$ cat config.mk
export PLATFORM = sky130hd
export DESIGN_NAME = reset_sequencer
export DESIGN_NICKNAME = d
export VERILOG_FILES = /design/src/rst_pkg.sv /design/src/timer_if.sv /design/src/reset_sequencer.sv /design/src/bit_sync.sv /design/src/release_timer.sv
export SDC_FILE = /design/constraint.sdc
export NUM_CORES = 1
export LEC_CHECK = 0
export ABC_CLOCK_PERIOD_IN_PS = 2350
export BUFFER_PORTS_ARGS = -buffer_cell sky130_fd_sc_hd__clkbuf_2
export CORE_ASPECT_RATIO = 1.4
export CORE_MARGIN = 3
export CORE_UTILIZATION = 40
export DETAILED_ROUTE_END_ITERATION = 8
export PLACE_DENSITY = 0.6
export SYNTH_ARGS = -nofsm -noshare
export SYNTH_HDL_FRONTEND = slang
export SYNTH_HIERARCHICAL = 1
export SYNTH_SLANG_ARGS = --single-unit
$ cat constraint.sdc
create_clock -name clk -period 2.35 [get_ports clk]
set_input_delay 0.47 -clock clk [delete_from_list [all_inputs] [get_ports clk]]
set_output_delay 0.47 -clock clk [all_outputs]
set_load 0.01 [all_outputs]
$ cat src/rst_pkg.sv
// Constants shared by the reset sequencer and its helpers
`default_nettype none
package rst_pkg;
  localparam int CLK_HZ = 40_000_000;
  localparam int CLK_NS = 25;
  localparam int CYC_PER_US = CLK_HZ / 1_000_000;
  localparam int POR_DELAY_US = 50_000;
  localparam int PIN_DELAY_US = 100_000;
  localparam int UV_DELAY_US = 16_700;
  localparam int POR_DELAY_CYC = POR_DELAY_US * CYC_PER_US;
  localparam int PIN_DELAY_CYC = PIN_DELAY_US * CYC_PER_US;
  localparam int UV_DELAY_CYC = UV_DELAY_US * CYC_PER_US;
  localparam int LOW_SPEED_INTERNAL_OSC_HZ = 32_000;
  localparam int LOW_SPEED_INTERNAL_OSC_DIV = CLK_HZ / LOW_SPEED_INTERNAL_OSC_HZ;
  localparam int UV_MIN_NS = 120;
  localparam int UV_MIN_CYC = (UV_MIN_NS + CLK_NS - 1) / CLK_NS;
  localparam int BAD_CODE_TICKS = 3;
  localparam int WAKE_HIGH_SPEED_INTERNAL_OSC_CYC = 16;
  localparam int WAKE_HXT_CYC = 128;
  localparam int WAKE_LOW_SPEED_INTERNAL_OSC_TICKS = 2;
  localparam int TIMER_W = 22;
  localparam logic [7:0] CODE_POR = 8'h55;
  localparam logic [7:0] CODE_B = 8'h33;
  localparam logic [7:0] CODE_C = 8'h99;
  localparam logic [7:0] CODE_D = 8'haa;
  localparam int ADDR_W = 4;
  localparam logic [3:0] OFF_CTRL = 4'h0;
  localparam logic [3:0] OFF_THRESH = 4'h1;
  localparam logic [3:0] OFF_STATUS = 4'h2;
  localparam int CTRL_PIN_RESET = 7;
  localparam int CTRL_UV = 2;
  localparam int CTRL_BAD = 1;
  localparam int STATUS_TO = 1;
  localparam int STATUS_PDF = 0;
  localparam int STATUS_STATE = 4;
  localparam logic [1:0] OSC_HIGH_SPEED_INTERNAL_OSC = 2'h0;
  localparam logic [1:0] OSC_HXT = 2'h1;
  localparam logic [1:0] OSC_LOW_SPEED_INTERNAL_OSC = 2'h2;
  typedef enum logic [2:0] {
    ST_POR = 3'h0,
    ST_HOLD = 3'h1,
    ST_RUN = 3'h2,
    ST_PIN = 3'h3,
    ST_WAKE = 3'h4
  } state_type;
endpackage
`default_nettype wire

$ cat src/timer_if.sv
// Load/expiry handshake between the sequencer and its delay counter
`default_nettype none
interface timer_if;
  logic load;
  logic [rst_pkg::TIMER_W-1:0] value;
  logic done;
  modport ctl (output load, output value, input done);
  modport tmr (input load, input value, output done);
endinterface
`default_nettype wire

$ cat src/reset_sequencer.sv
// Reset source combiner with release delays and cause flags
`default_nettype none
module reset_sequencer #(
  parameter int POR_CYCLES = rst_pkg::POR_DELAY_CYC,
  parameter int PIN_CYCLES = rst_pkg::PIN_DELAY_CYC,
  parameter int UV_CYCLES = rst_pkg::UV_DELAY_CYC
) (
  input wire logic clk, // 40 MHz clock
  input wire logic reset_n, // Power-on reset, async, active low
  input wire logic external_reset_pin_n, // Shared pin, async
  input wire logic supply_in_window, // Comparator: supply below threshold
  input wire logic watchdog_expired, // One-cycle time-out pulse
  input wire logic sleep_or_idle, // Core is in sleep or idle
  input wire logic powerdown_mode, // Core is in power-down
  input wire logic [1:0] osc_select, // System clock source
  input wire logic [3:0] addr, // Register address
  input wire logic [7:0] wdata, // Write data
  input wire logic wr, // Write strobe
  input wire logic rd, // Read strobe
  output logic [7:0] rdata, // Read data, cycle after rd
  output logic internal_reset_n, // Core reset, active low
  output logic pc_clear, // Program counter clear pulse
  output logic sp_clear, // Stack pointer clear pulse
  output logic port_preset, // Port registers to all ones
  output logic wake_done, // Start-up delay over after sleep wake
  output logic shared_port_bit_seven, // Pin level in port mode
  output logic [7:0] threshold_select_bits // Code to the comparator
);
  rst_pkg::state_type state;
  rst_pkg::state_type next_state;
  timer_if tif ();
  logic [1:0] sync_in;
  logic pin_s;
  logic low_s;
  logic [10:0] div_cnt;
  logic [10:0] next_div_cnt;
  logic low_speed_internal_osc_tick;
  logic next_low_speed_internal_osc_tick;
  logic [7:0] uv_cnt;
  logic [7:0] next_uv_cnt;
  logic [1:0] bad_cnt;
  logic [1:0] next_bad_cnt;
  logic uv_fire;
  logic bad_fire;
  logic code_ok;
  logic pin_low;
  logic wdt_run;
  logic wdt_sleep;
  logic [7:0] thresh;
  logic [7:0] next_thresh;
  logic uv_flag, bad_flag, to_flag, pdf_flag, pin_reset_en;
  logic next_uv_flag, next_bad_flag, next_to_flag, next_pdf_flag, next_pin_reset_en;
  logic next_pc_clear, next_sp_clear, next_irst_n, next_port_preset, next_wake_done;
  logic next_port_bit;
  logic [7:0] next_rdata;
  logic wr_ctrl, wr_thresh, wr_status;

  // Idle levels: pin high, supply not low, so release shows no false event
  bit_sync #(.W(2), .INIT(2'h1)) u_sync (
    .clk(clk),
    .reset_n(reset_n),
    .async_in({supply_in_window, external_reset_pin_n}),
    .sync_out(sync_in)
  );
  release_timer u_timer (
    .clk(clk),
    .reset_n(reset_n),
    .tif(tif.tmr)
  );

  assign pin_s = sync_in[0];
  assign low_s = sync_in[1];
  assign pin_low = pin_reset_en && !pin_s;
  assign code_ok = (thresh == rst_pkg::CODE_POR) || (thresh == rst_pkg::CODE_B) ||
                   (thresh == rst_pkg::CODE_C) || (thresh == rst_pkg::CODE_D);
  // Filter runs only in active modes; power-down keeps it idle
  assign uv_fire = low_s && !powerdown_mode && state == rst_pkg::ST_RUN &&
                   uv_cnt == 8'(rst_pkg::UV_MIN_CYC);
  assign bad_fire = !code_ok && low_speed_internal_osc_tick &&
                    bad_cnt == 2'(rst_pkg::BAD_CODE_TICKS - 1);
  assign wdt_run = watchdog_expired && state == rst_pkg::ST_RUN;
  assign wdt_sleep = wdt_run && sleep_or_idle;
  assign wr_ctrl = wr && addr == rst_pkg::OFF_CTRL;
  assign wr_thresh = wr && addr == rst_pkg::OFF_THRESH;
  assign wr_status = wr && addr == rst_pkg::OFF_STATUS;

  // Slow-oscillator tick and event filters
  always_comb
  begin
    next_low_speed_internal_osc_tick = (div_cnt == 11'(rst_pkg::LOW_SPEED_INTERNAL_OSC_DIV - 1));
    next_div_cnt = next_low_speed_internal_osc_tick ? 11'h000 : div_cnt + 11'h001;
    if (!low_s || powerdown_mode || state != rst_pkg::ST_RUN)
      next_uv_cnt = 8'h00;
    else if (uv_cnt != 8'(rst_pkg::UV_MIN_CYC))
      next_uv_cnt = uv_cnt + 8'h01;
    else
      next_uv_cnt = uv_cnt;
    if (code_ok || bad_fire)
      next_bad_cnt = 2'h0;
    else if (low_speed_internal_osc_tick)
      next_bad_cnt = bad_cnt + 2'h1;
    else
      next_bad_cnt = bad_cnt;
  end
  always_ff @(posedge clk or negedge reset_n)
  begin
    if (!reset_n)
    begin
      div_cnt <= 11'h000;
      low_speed_internal_osc_tick <= 1'b0;
      uv_cnt <= 8'h00;
      bad_cnt <= 2'h0;
    end
    else
    begin
      div_cnt <= next_div_cnt;
      low_speed_internal_osc_tick <= next_low_speed_internal_osc_tick;
      uv_cnt <= next_uv_cnt;
      bad_cnt <= next_bad_cnt;
    end
  end

  // Sequencer: a pin reset overrides any other phase
  always_comb
  begin
    next_state = state;
    tif.load = 1'b0;
    tif.value = '0;
    next_pc_clear = 1'b0;
    if (pin_low)
    begin
      next_state = rst_pkg::ST_PIN;
      next_pc_clear = state != rst_pkg::ST_PIN;
    end
    else
    begin
      case (state)
        rst_pkg::ST_POR:
        begin
          tif.load = 1'b1;
          tif.value = rst_pkg::TIMER_W'(POR_CYCLES);
          next_state = rst_pkg::ST_HOLD;
        end
        rst_pkg::ST_PIN:
        begin
          tif.load = 1'b1;
          tif.value = rst_pkg::TIMER_W'(PIN_CYCLES);
          next_state = rst_pkg::ST_HOLD;
        end
        rst_pkg::ST_HOLD, rst_pkg::ST_WAKE:
          if (tif.done)
            next_state = rst_pkg::ST_RUN;
        rst_pkg::ST_RUN:
          if (uv_fire || bad_fire || (wdt_run && !sleep_or_idle))
          begin
            tif.load = 1'b1;
            tif.value = rst_pkg::TIMER_W'(UV_CYCLES);
            next_state = rst_pkg::ST_HOLD;
            next_pc_clear = 1'b1;
          end
          else if (wdt_sleep)
          begin
            tif.load = 1'b1;
            next_state = rst_pkg::ST_WAKE;
            next_pc_clear = 1'b1;
            case (osc_select)
              rst_pkg::OSC_HXT: tif.value = rst_pkg::TIMER_W'(rst_pkg::WAKE_HXT_CYC);
              rst_pkg::OSC_LOW_SPEED_INTERNAL_OSC: tif.value = rst_pkg::TIMER_W'(rst_pkg::WAKE_LOW_SPEED_INTERNAL_OSC_TICKS *
                                                              rst_pkg::LOW_SPEED_INTERNAL_OSC_DIV);
              default: tif.value = rst_pkg::TIMER_W'(rst_pkg::WAKE_HIGH_SPEED_INTERNAL_OSC_CYC);
            endcase
          end
        default: next_state = rst_pkg::ST_POR;
      endcase
    end
    next_sp_clear = next_pc_clear;
    next_irst_n = next_state == rst_pkg::ST_RUN || next_state == rst_pkg::ST_WAKE;
    next_port_preset = state == rst_pkg::ST_POR;
    next_wake_done = state == rst_pkg::ST_WAKE && next_state == rst_pkg::ST_RUN;
    next_port_bit = pin_reset_en ? 1'b1 : pin_s;
  end
  // Reset outputs come up asserted, wake_done low, so the core sits in reset from power-on
  always_ff @(posedge clk or negedge reset_n)
  begin
    if (!reset_n)
    begin
      state <= rst_pkg::ST_POR;
      pc_clear <= 1'b1;
      sp_clear <= 1'b1;
      internal_reset_n <= 1'b0;
      port_preset <= 1'b1;
      wake_done <= 1'b0;
      shared_port_bit_seven <= 1'b1;
    end
    else
    begin
      state <= next_state;
      pc_clear <= next_pc_clear;
      sp_clear <= next_sp_clear;
      internal_reset_n <= next_irst_n;
      port_preset <= next_port_preset;
      wake_done <= next_wake_done;
      shared_port_bit_seven <= next_port_bit;
    end
  end

  // Registers; a hardware set beats a software clear in the same cycle
  always_comb
  begin
    next_uv_flag = uv_fire || (uv_flag && !(wr_ctrl && !wdata[rst_pkg::CTRL_UV]));
    next_bad_flag = bad_fire || (bad_flag && !(wr_ctrl && !wdata[rst_pkg::CTRL_BAD]));
    next_to_flag = wdt_run || (to_flag && !(wr_status && !wdata[rst_pkg::STATUS_TO]));
    next_pdf_flag = wdt_sleep ||
                    (pdf_flag && !(wr_status && !wdata[rst_pkg::STATUS_PDF]));
    next_pin_reset_en = wr_ctrl ? wdata[rst_pkg::CTRL_PIN_RESET] : pin_reset_en;
    if (bad_fire)
      next_thresh = rst_pkg::CODE_POR;
    else if (wr_thresh)
      next_thresh = wdata;
    else
      next_thresh = thresh;
    next_rdata = 8'h00;
    if (rd)
      case (addr)
        rst_pkg::OFF_CTRL:
        begin
          next_rdata[rst_pkg::CTRL_PIN_RESET] = pin_reset_en;
          next_rdata[rst_pkg::CTRL_UV] = uv_flag;
          next_rdata[rst_pkg::CTRL_BAD] = bad_flag;
        end
        rst_pkg::OFF_THRESH: next_rdata = thresh;
        rst_pkg::OFF_STATUS:
        begin
          next_rdata[rst_pkg::STATUS_TO] = to_flag;
          next_rdata[rst_pkg::STATUS_PDF] = pdf_flag;
          next_rdata[rst_pkg::STATUS_STATE +: 3] = state;
        end
        default: next_rdata = 8'h00;
      endcase
  end
  always_ff @(posedge clk or negedge reset_n)
  begin
    if (!reset_n)
    begin
      uv_flag <= 1'b0;
      bad_flag <= 1'b0;
      to_flag <= 1'b0;
      pdf_flag <= 1'b0;
      pin_reset_en <= 1'b1;
      thresh <= rst_pkg::CODE_POR;
      threshold_select_bits <= rst_pkg::CODE_POR;
      rdata <= 8'h00;
    end
    else
    begin
      uv_flag <= next_uv_flag;
      bad_flag <= next_bad_flag;
      to_flag <= next_to_flag;
      pdf_flag <= next_pdf_flag;
      pin_reset_en <= next_pin_reset_en;
      thresh <= next_thresh;
      threshold_select_bits <= next_thresh;
      rdata <= next_rdata;
    end
  end
endmodule // reset_sequencer
`default_nettype wire

$ cat src/bit_sync.sv
// Two-flop synchroniser, one chain per bit
`default_nettype none
module bit_sync #(
  parameter int W = 2,
  parameter logic [W-1:0] INIT = '1
) (
  input wire logic clk, // System clock
  input wire logic reset_n, // Async reset, active low
  input wire logic [W-1:0] async_in, // Pins from outside the clock domain
  output logic [W-1:0] sync_out // Synchronised levels
);
  logic [W-1:0] stage1;
  genvar i;
  generate
    for (i = 0; i < W; i++)
    begin : g_bit
      always_ff @(posedge clk or negedge reset_n)
      begin
        if (!reset_n)
        begin
          // Each chain resets to its pin's idle level
          stage1[i] <= INIT[i];
          sync_out[i] <= INIT[i];
        end
        else
        begin
          stage1[i] <= async_in[i];
          sync_out[i] <= stage1[i];
        end
      end
    end
  endgenerate
endmodule // bit_sync
`default_nettype wire

$ cat src/release_timer.sv
// Down-counter that times reset release and wake start-up
`default_nettype none
module release_timer (
  input wire logic clk, // System clock
  input wire logic reset_n, // Async reset, active low
  timer_if.tmr tif // Load and expiry
);
  logic [rst_pkg::TIMER_W-1:0] count;
  logic [rst_pkg::TIMER_W-1:0] next_count;
  always_comb
  begin
    if (tif.load)
      next_count = tif.value;
    else if (count != '0)
      next_count = count - rst_pkg::TIMER_W'(1);
    else
      next_count = count;
  end
  always_ff @(posedge clk or negedge reset_n)
  begin
    if (!reset_n)
      count <= '0;
    else
      count <= next_count;
  end
  assign tif.done = (count == '0);
endmodule // release_timer
`default_nettype wire

==> key figures <==
Detailed routing
  • Routed wire per std cell: between 15 and 20 µm
  • Drt drc: 0
  • Detail Route Antenna Nets: 0
  • TritonRoute pass-1 iters: 4
  • Final wirelength: ~11000 µm
  • DRT iter0 DRCs: 92
  • Total number of vias: 3538
  • Vias per cell: 5.369

Place
  • Post-DP HPWL: 7911 µm
  • Port bufs: 44
  • Final GP Congestion: 0.8438
  • Dpl ws: -19.32 ps
  • DP Area: 4822 µm²

Synthesis
  • Number of synthesized flops with an enable pin: 0
  • Synth top area share: 40.51%
  • Synth Cell Area: between 4000 and 5000 µm²
  • Syn Inst Count: 422
  • FF+latch count, synth: 77
  • Asr flop ratio synth: 100.0%
  • Distinct cells, synth: between 70 and 80
  • Yosys warning count: 6
  • Avg Inst Size Synth: 9.808 µm²
  • Synth top area cells: dfrtp_1 41%, dfstp_2 6.3%, nand2_1 5.0%
  • Sequential area share after synthesis: 46.86%
  • Post-synth top area cell: dfrtp_1
  • Ys flop type: dfrtp_1

Clock network
  • Clock latency on the worst-skew pair: 340 ps
  • CTS tree: yes
  • TritonCTS Buffers: 9
  • CTS max path bufs: 2
  • H-tree depth: 3
  • Hold_buf cts: 0
  • CTS Sinks: 77
  • Root Driver: clkbuf_16
  • Clock-pin slew on the worst setup and hold paths: 60 ps

Finish
  • Design area: about 5300 µm²
  • Nets: around 550
  • Share of cells above drive strength 1: 28.82%
  • Antenna cells: 0
  • Fillers: just over 900
  • Synthesis-to-finish area growth: 26.84%

Critical path
  • CP Max Fanout: 4
  • Critical path type: flop to flop
  • Worst setup SP type: flop
  • RR Startpoint: u_timer/count[0]
  • Kind of end point of the critical path: flop
  • Setup crit start: u_timer/count[0]
  • Crit path arrival time: approximately 2600 ps
  • Worst reg-to-reg setup slack: 10 ps
  • CP required: 2570 ps

Timing
  • Max-slew violation count: 0
  • Fmax: 0.4276 GHz
  • Layout Skew: 4.486 ps
  • Unrepaired setup endpoints after global routing: yes
  • Least-Margin Pin Slew: 710.9 ps
  • Setup violations, final: 0
  • Final hold viol count: 0
  • Relative slew margins: 52.22%
  • WHS: ~150 ps
  • Crit share post-route: between 90 and 100%
  • Worst setup margin: 11.34 ps
  • Min cycle time layout: 2339 ps

Pwr
  • Pleak: 2.310 nW
  • Combinational Power Share: 26.7%
  • Switching Share: 30.87%
  • Cell Int Power: 3.158 mW
  • Psw: 1.410 mW
  • Maximum VDD drop: 0.0004450 V
  • PwrDens: 870.1 nW/µm²
  • Clk network pwr share: 33.7%
  • Reg power frac: 39.7%

Min path
  • Min-delay worst type: input port to asynchronous set/reset pin

Floorplanning
  • Die ar.: 11620 µm²
  • # rows: 43
  • Initial core utilization: 41.36%
  • Die H: 126.4 µm
  • Die width: 91.97 µm
  • CORE AREA: 10010 µm²
  • Io pins: 45

Flow run
  • MaxCap Viol Count: 0

Global route
  • Total track usage: approximately a fifth
  • Largest net degree at the start of global routing: 51
  • Antenna violations before repair: 0
  • Vias in the first global route: 3551
  • First-pass GRT wire length: around 17000 µm
  • GR Overflow Total: 0

Outcome
  • Status: finished, final reports clean
## metrics by stage
stage	utilization, %	cells	TNS, ps	total power [mW]
6_report	52.46	659	0	4.568
5_1_grt	52.46	659	-219.7	4.823
4_1_cts	51.54	651	-4.042	4.544
3_5_place_dp	48.19	635	-63.80	2.989
3_3_place_gp	48.19	635	0	2.959
2_1_floorplan	-	426	-299.5	2.512
## cell usage after synthesis, types with 6 or more instances
| master | instances |
|---|---|
| o21ai_0 | 10 |
| nand3_1 | 13 |
| nor2b_1 | 11 |
| inv_1 | 12 |
| a22oi_1 | 10 |
| o31ai_1 | 11 |
| clkbuf_1 | 9 |
| nand2_1 | 55 |
| o21ai_1 | 6 |
| dfstp_2 | 10 |
| or4_1 | 10 |
| dfrtp_1 | 67 |
| xor2_1 | 6 |
| nor2_1 | 35 |
| xnor2_1 | 21 |
| ha_1 | 7 |
| a21oi_1 | 13 |
| and3_1 | 8 |
| nor3_1 | 16 |
| nor4_1 | 10 |
## final cells by class
class | instances | area, µm² | share of cell area, %
repair buffers | 98 | 629.4 | 11.99
flip-flops and latches | 77 | 1941 | 36.96
well taps | 135 | 168.9 | 3.217
clock buffers | 11 | 252.7 | 4.814
inverters | 12 | 45.04 | 0.8580
clock inverters | 5 | 82.58 | 1.573
multi-input cells | 321 | 2131 | 40.59
## registers in the layout, summed over array words and instances (netlist names), 3 cells and up
register       cells
div_cnt           11
thresh             8
state              3
rdata              8
uv_cnt             8
u_timer/count     22
## routing by layer
layer  GRT usage (%)  routed length (µm)  vias to the layer above
met1           21.58                4411                     1729
met2           33.69                5638                       78
li1                -                   -                     1717
met4           6.737                 177                        0
met5               0                   0                        -
met3           3.974                 416                       14
## worst max-delay path: stages, from the launching register on
cell     delay, ps
dfrtp_1        390
inv_2           70
ha_2           160
or4b_4         460
or4_4          530
nor2_4         140
and3b_1        180
o31ai_1         80
nor3_1         140
a21oi_1         90
## timing repair
item | 4_1_cts | 5_1_grt
setup endpoints to repair | 6 | 20
cloned | 0 | 2
setup buffers | 0 | 6
gates resized for setup | 0 | 9
pin swaps | 2 | 3
## cell usage in the layout (no fill, tap or decap), drive strengths merged, types with 11 or more instances in the layout
master,n
a21oi,13
buf,55
clkbuf,54
dfrtp,67
inv,12
nand2,55
nand3,13
nor2,36
nor2b,11
nor3,17
nor4,11
o21ai,18
o31ai,11
or4,11
xnor2,21
## power groups by stage
stage          Clock [mW]  Sequential (mW)  Combinational, mW
3_5_place_dp            0             1.82               1.17
5_1_grt              1.63             1.85               1.34
4_1_cts              1.57             1.80               1.17
3_3_place_gp            0             1.82               1.14
6_report             1.54             1.81               1.22
2_1_floorplan           0             1.79              0.718
## cell families (layout without fill, tap and decap cells)
group / after synthesis / count (layout) / share of synthesized area [%]
other: 1 / 5 / 0.09060
adders and majority gates: 7 / 7 / 2.116
muxes: 2 / 2 / 0.5139
AOI/OAI and AO/OA: 81 / 82 / 14.15
DFF: 77 / 77 / 46.86
xor gates and xnor gates: 27 / 27 / 5.713
and+or+nand+nor: 198 / 198 / 26.81
buffers and inverters: 29 / 126 / 3.748
## path summary, 6_finish.rpt
path / cells after the start / endpoint
worst max-delay path: 9 / state[0]
worst min-delay path: 1 / uv_cnt[6]
worst max register to register: 9 / state[0]
worst min register to register: 0 / u_sync/sync_out[1]
max in group asynchronous: 2 / sp_clear
min in group clk: 1 / u_sync/stage1[0]
(Power assumes the default switching activity.)
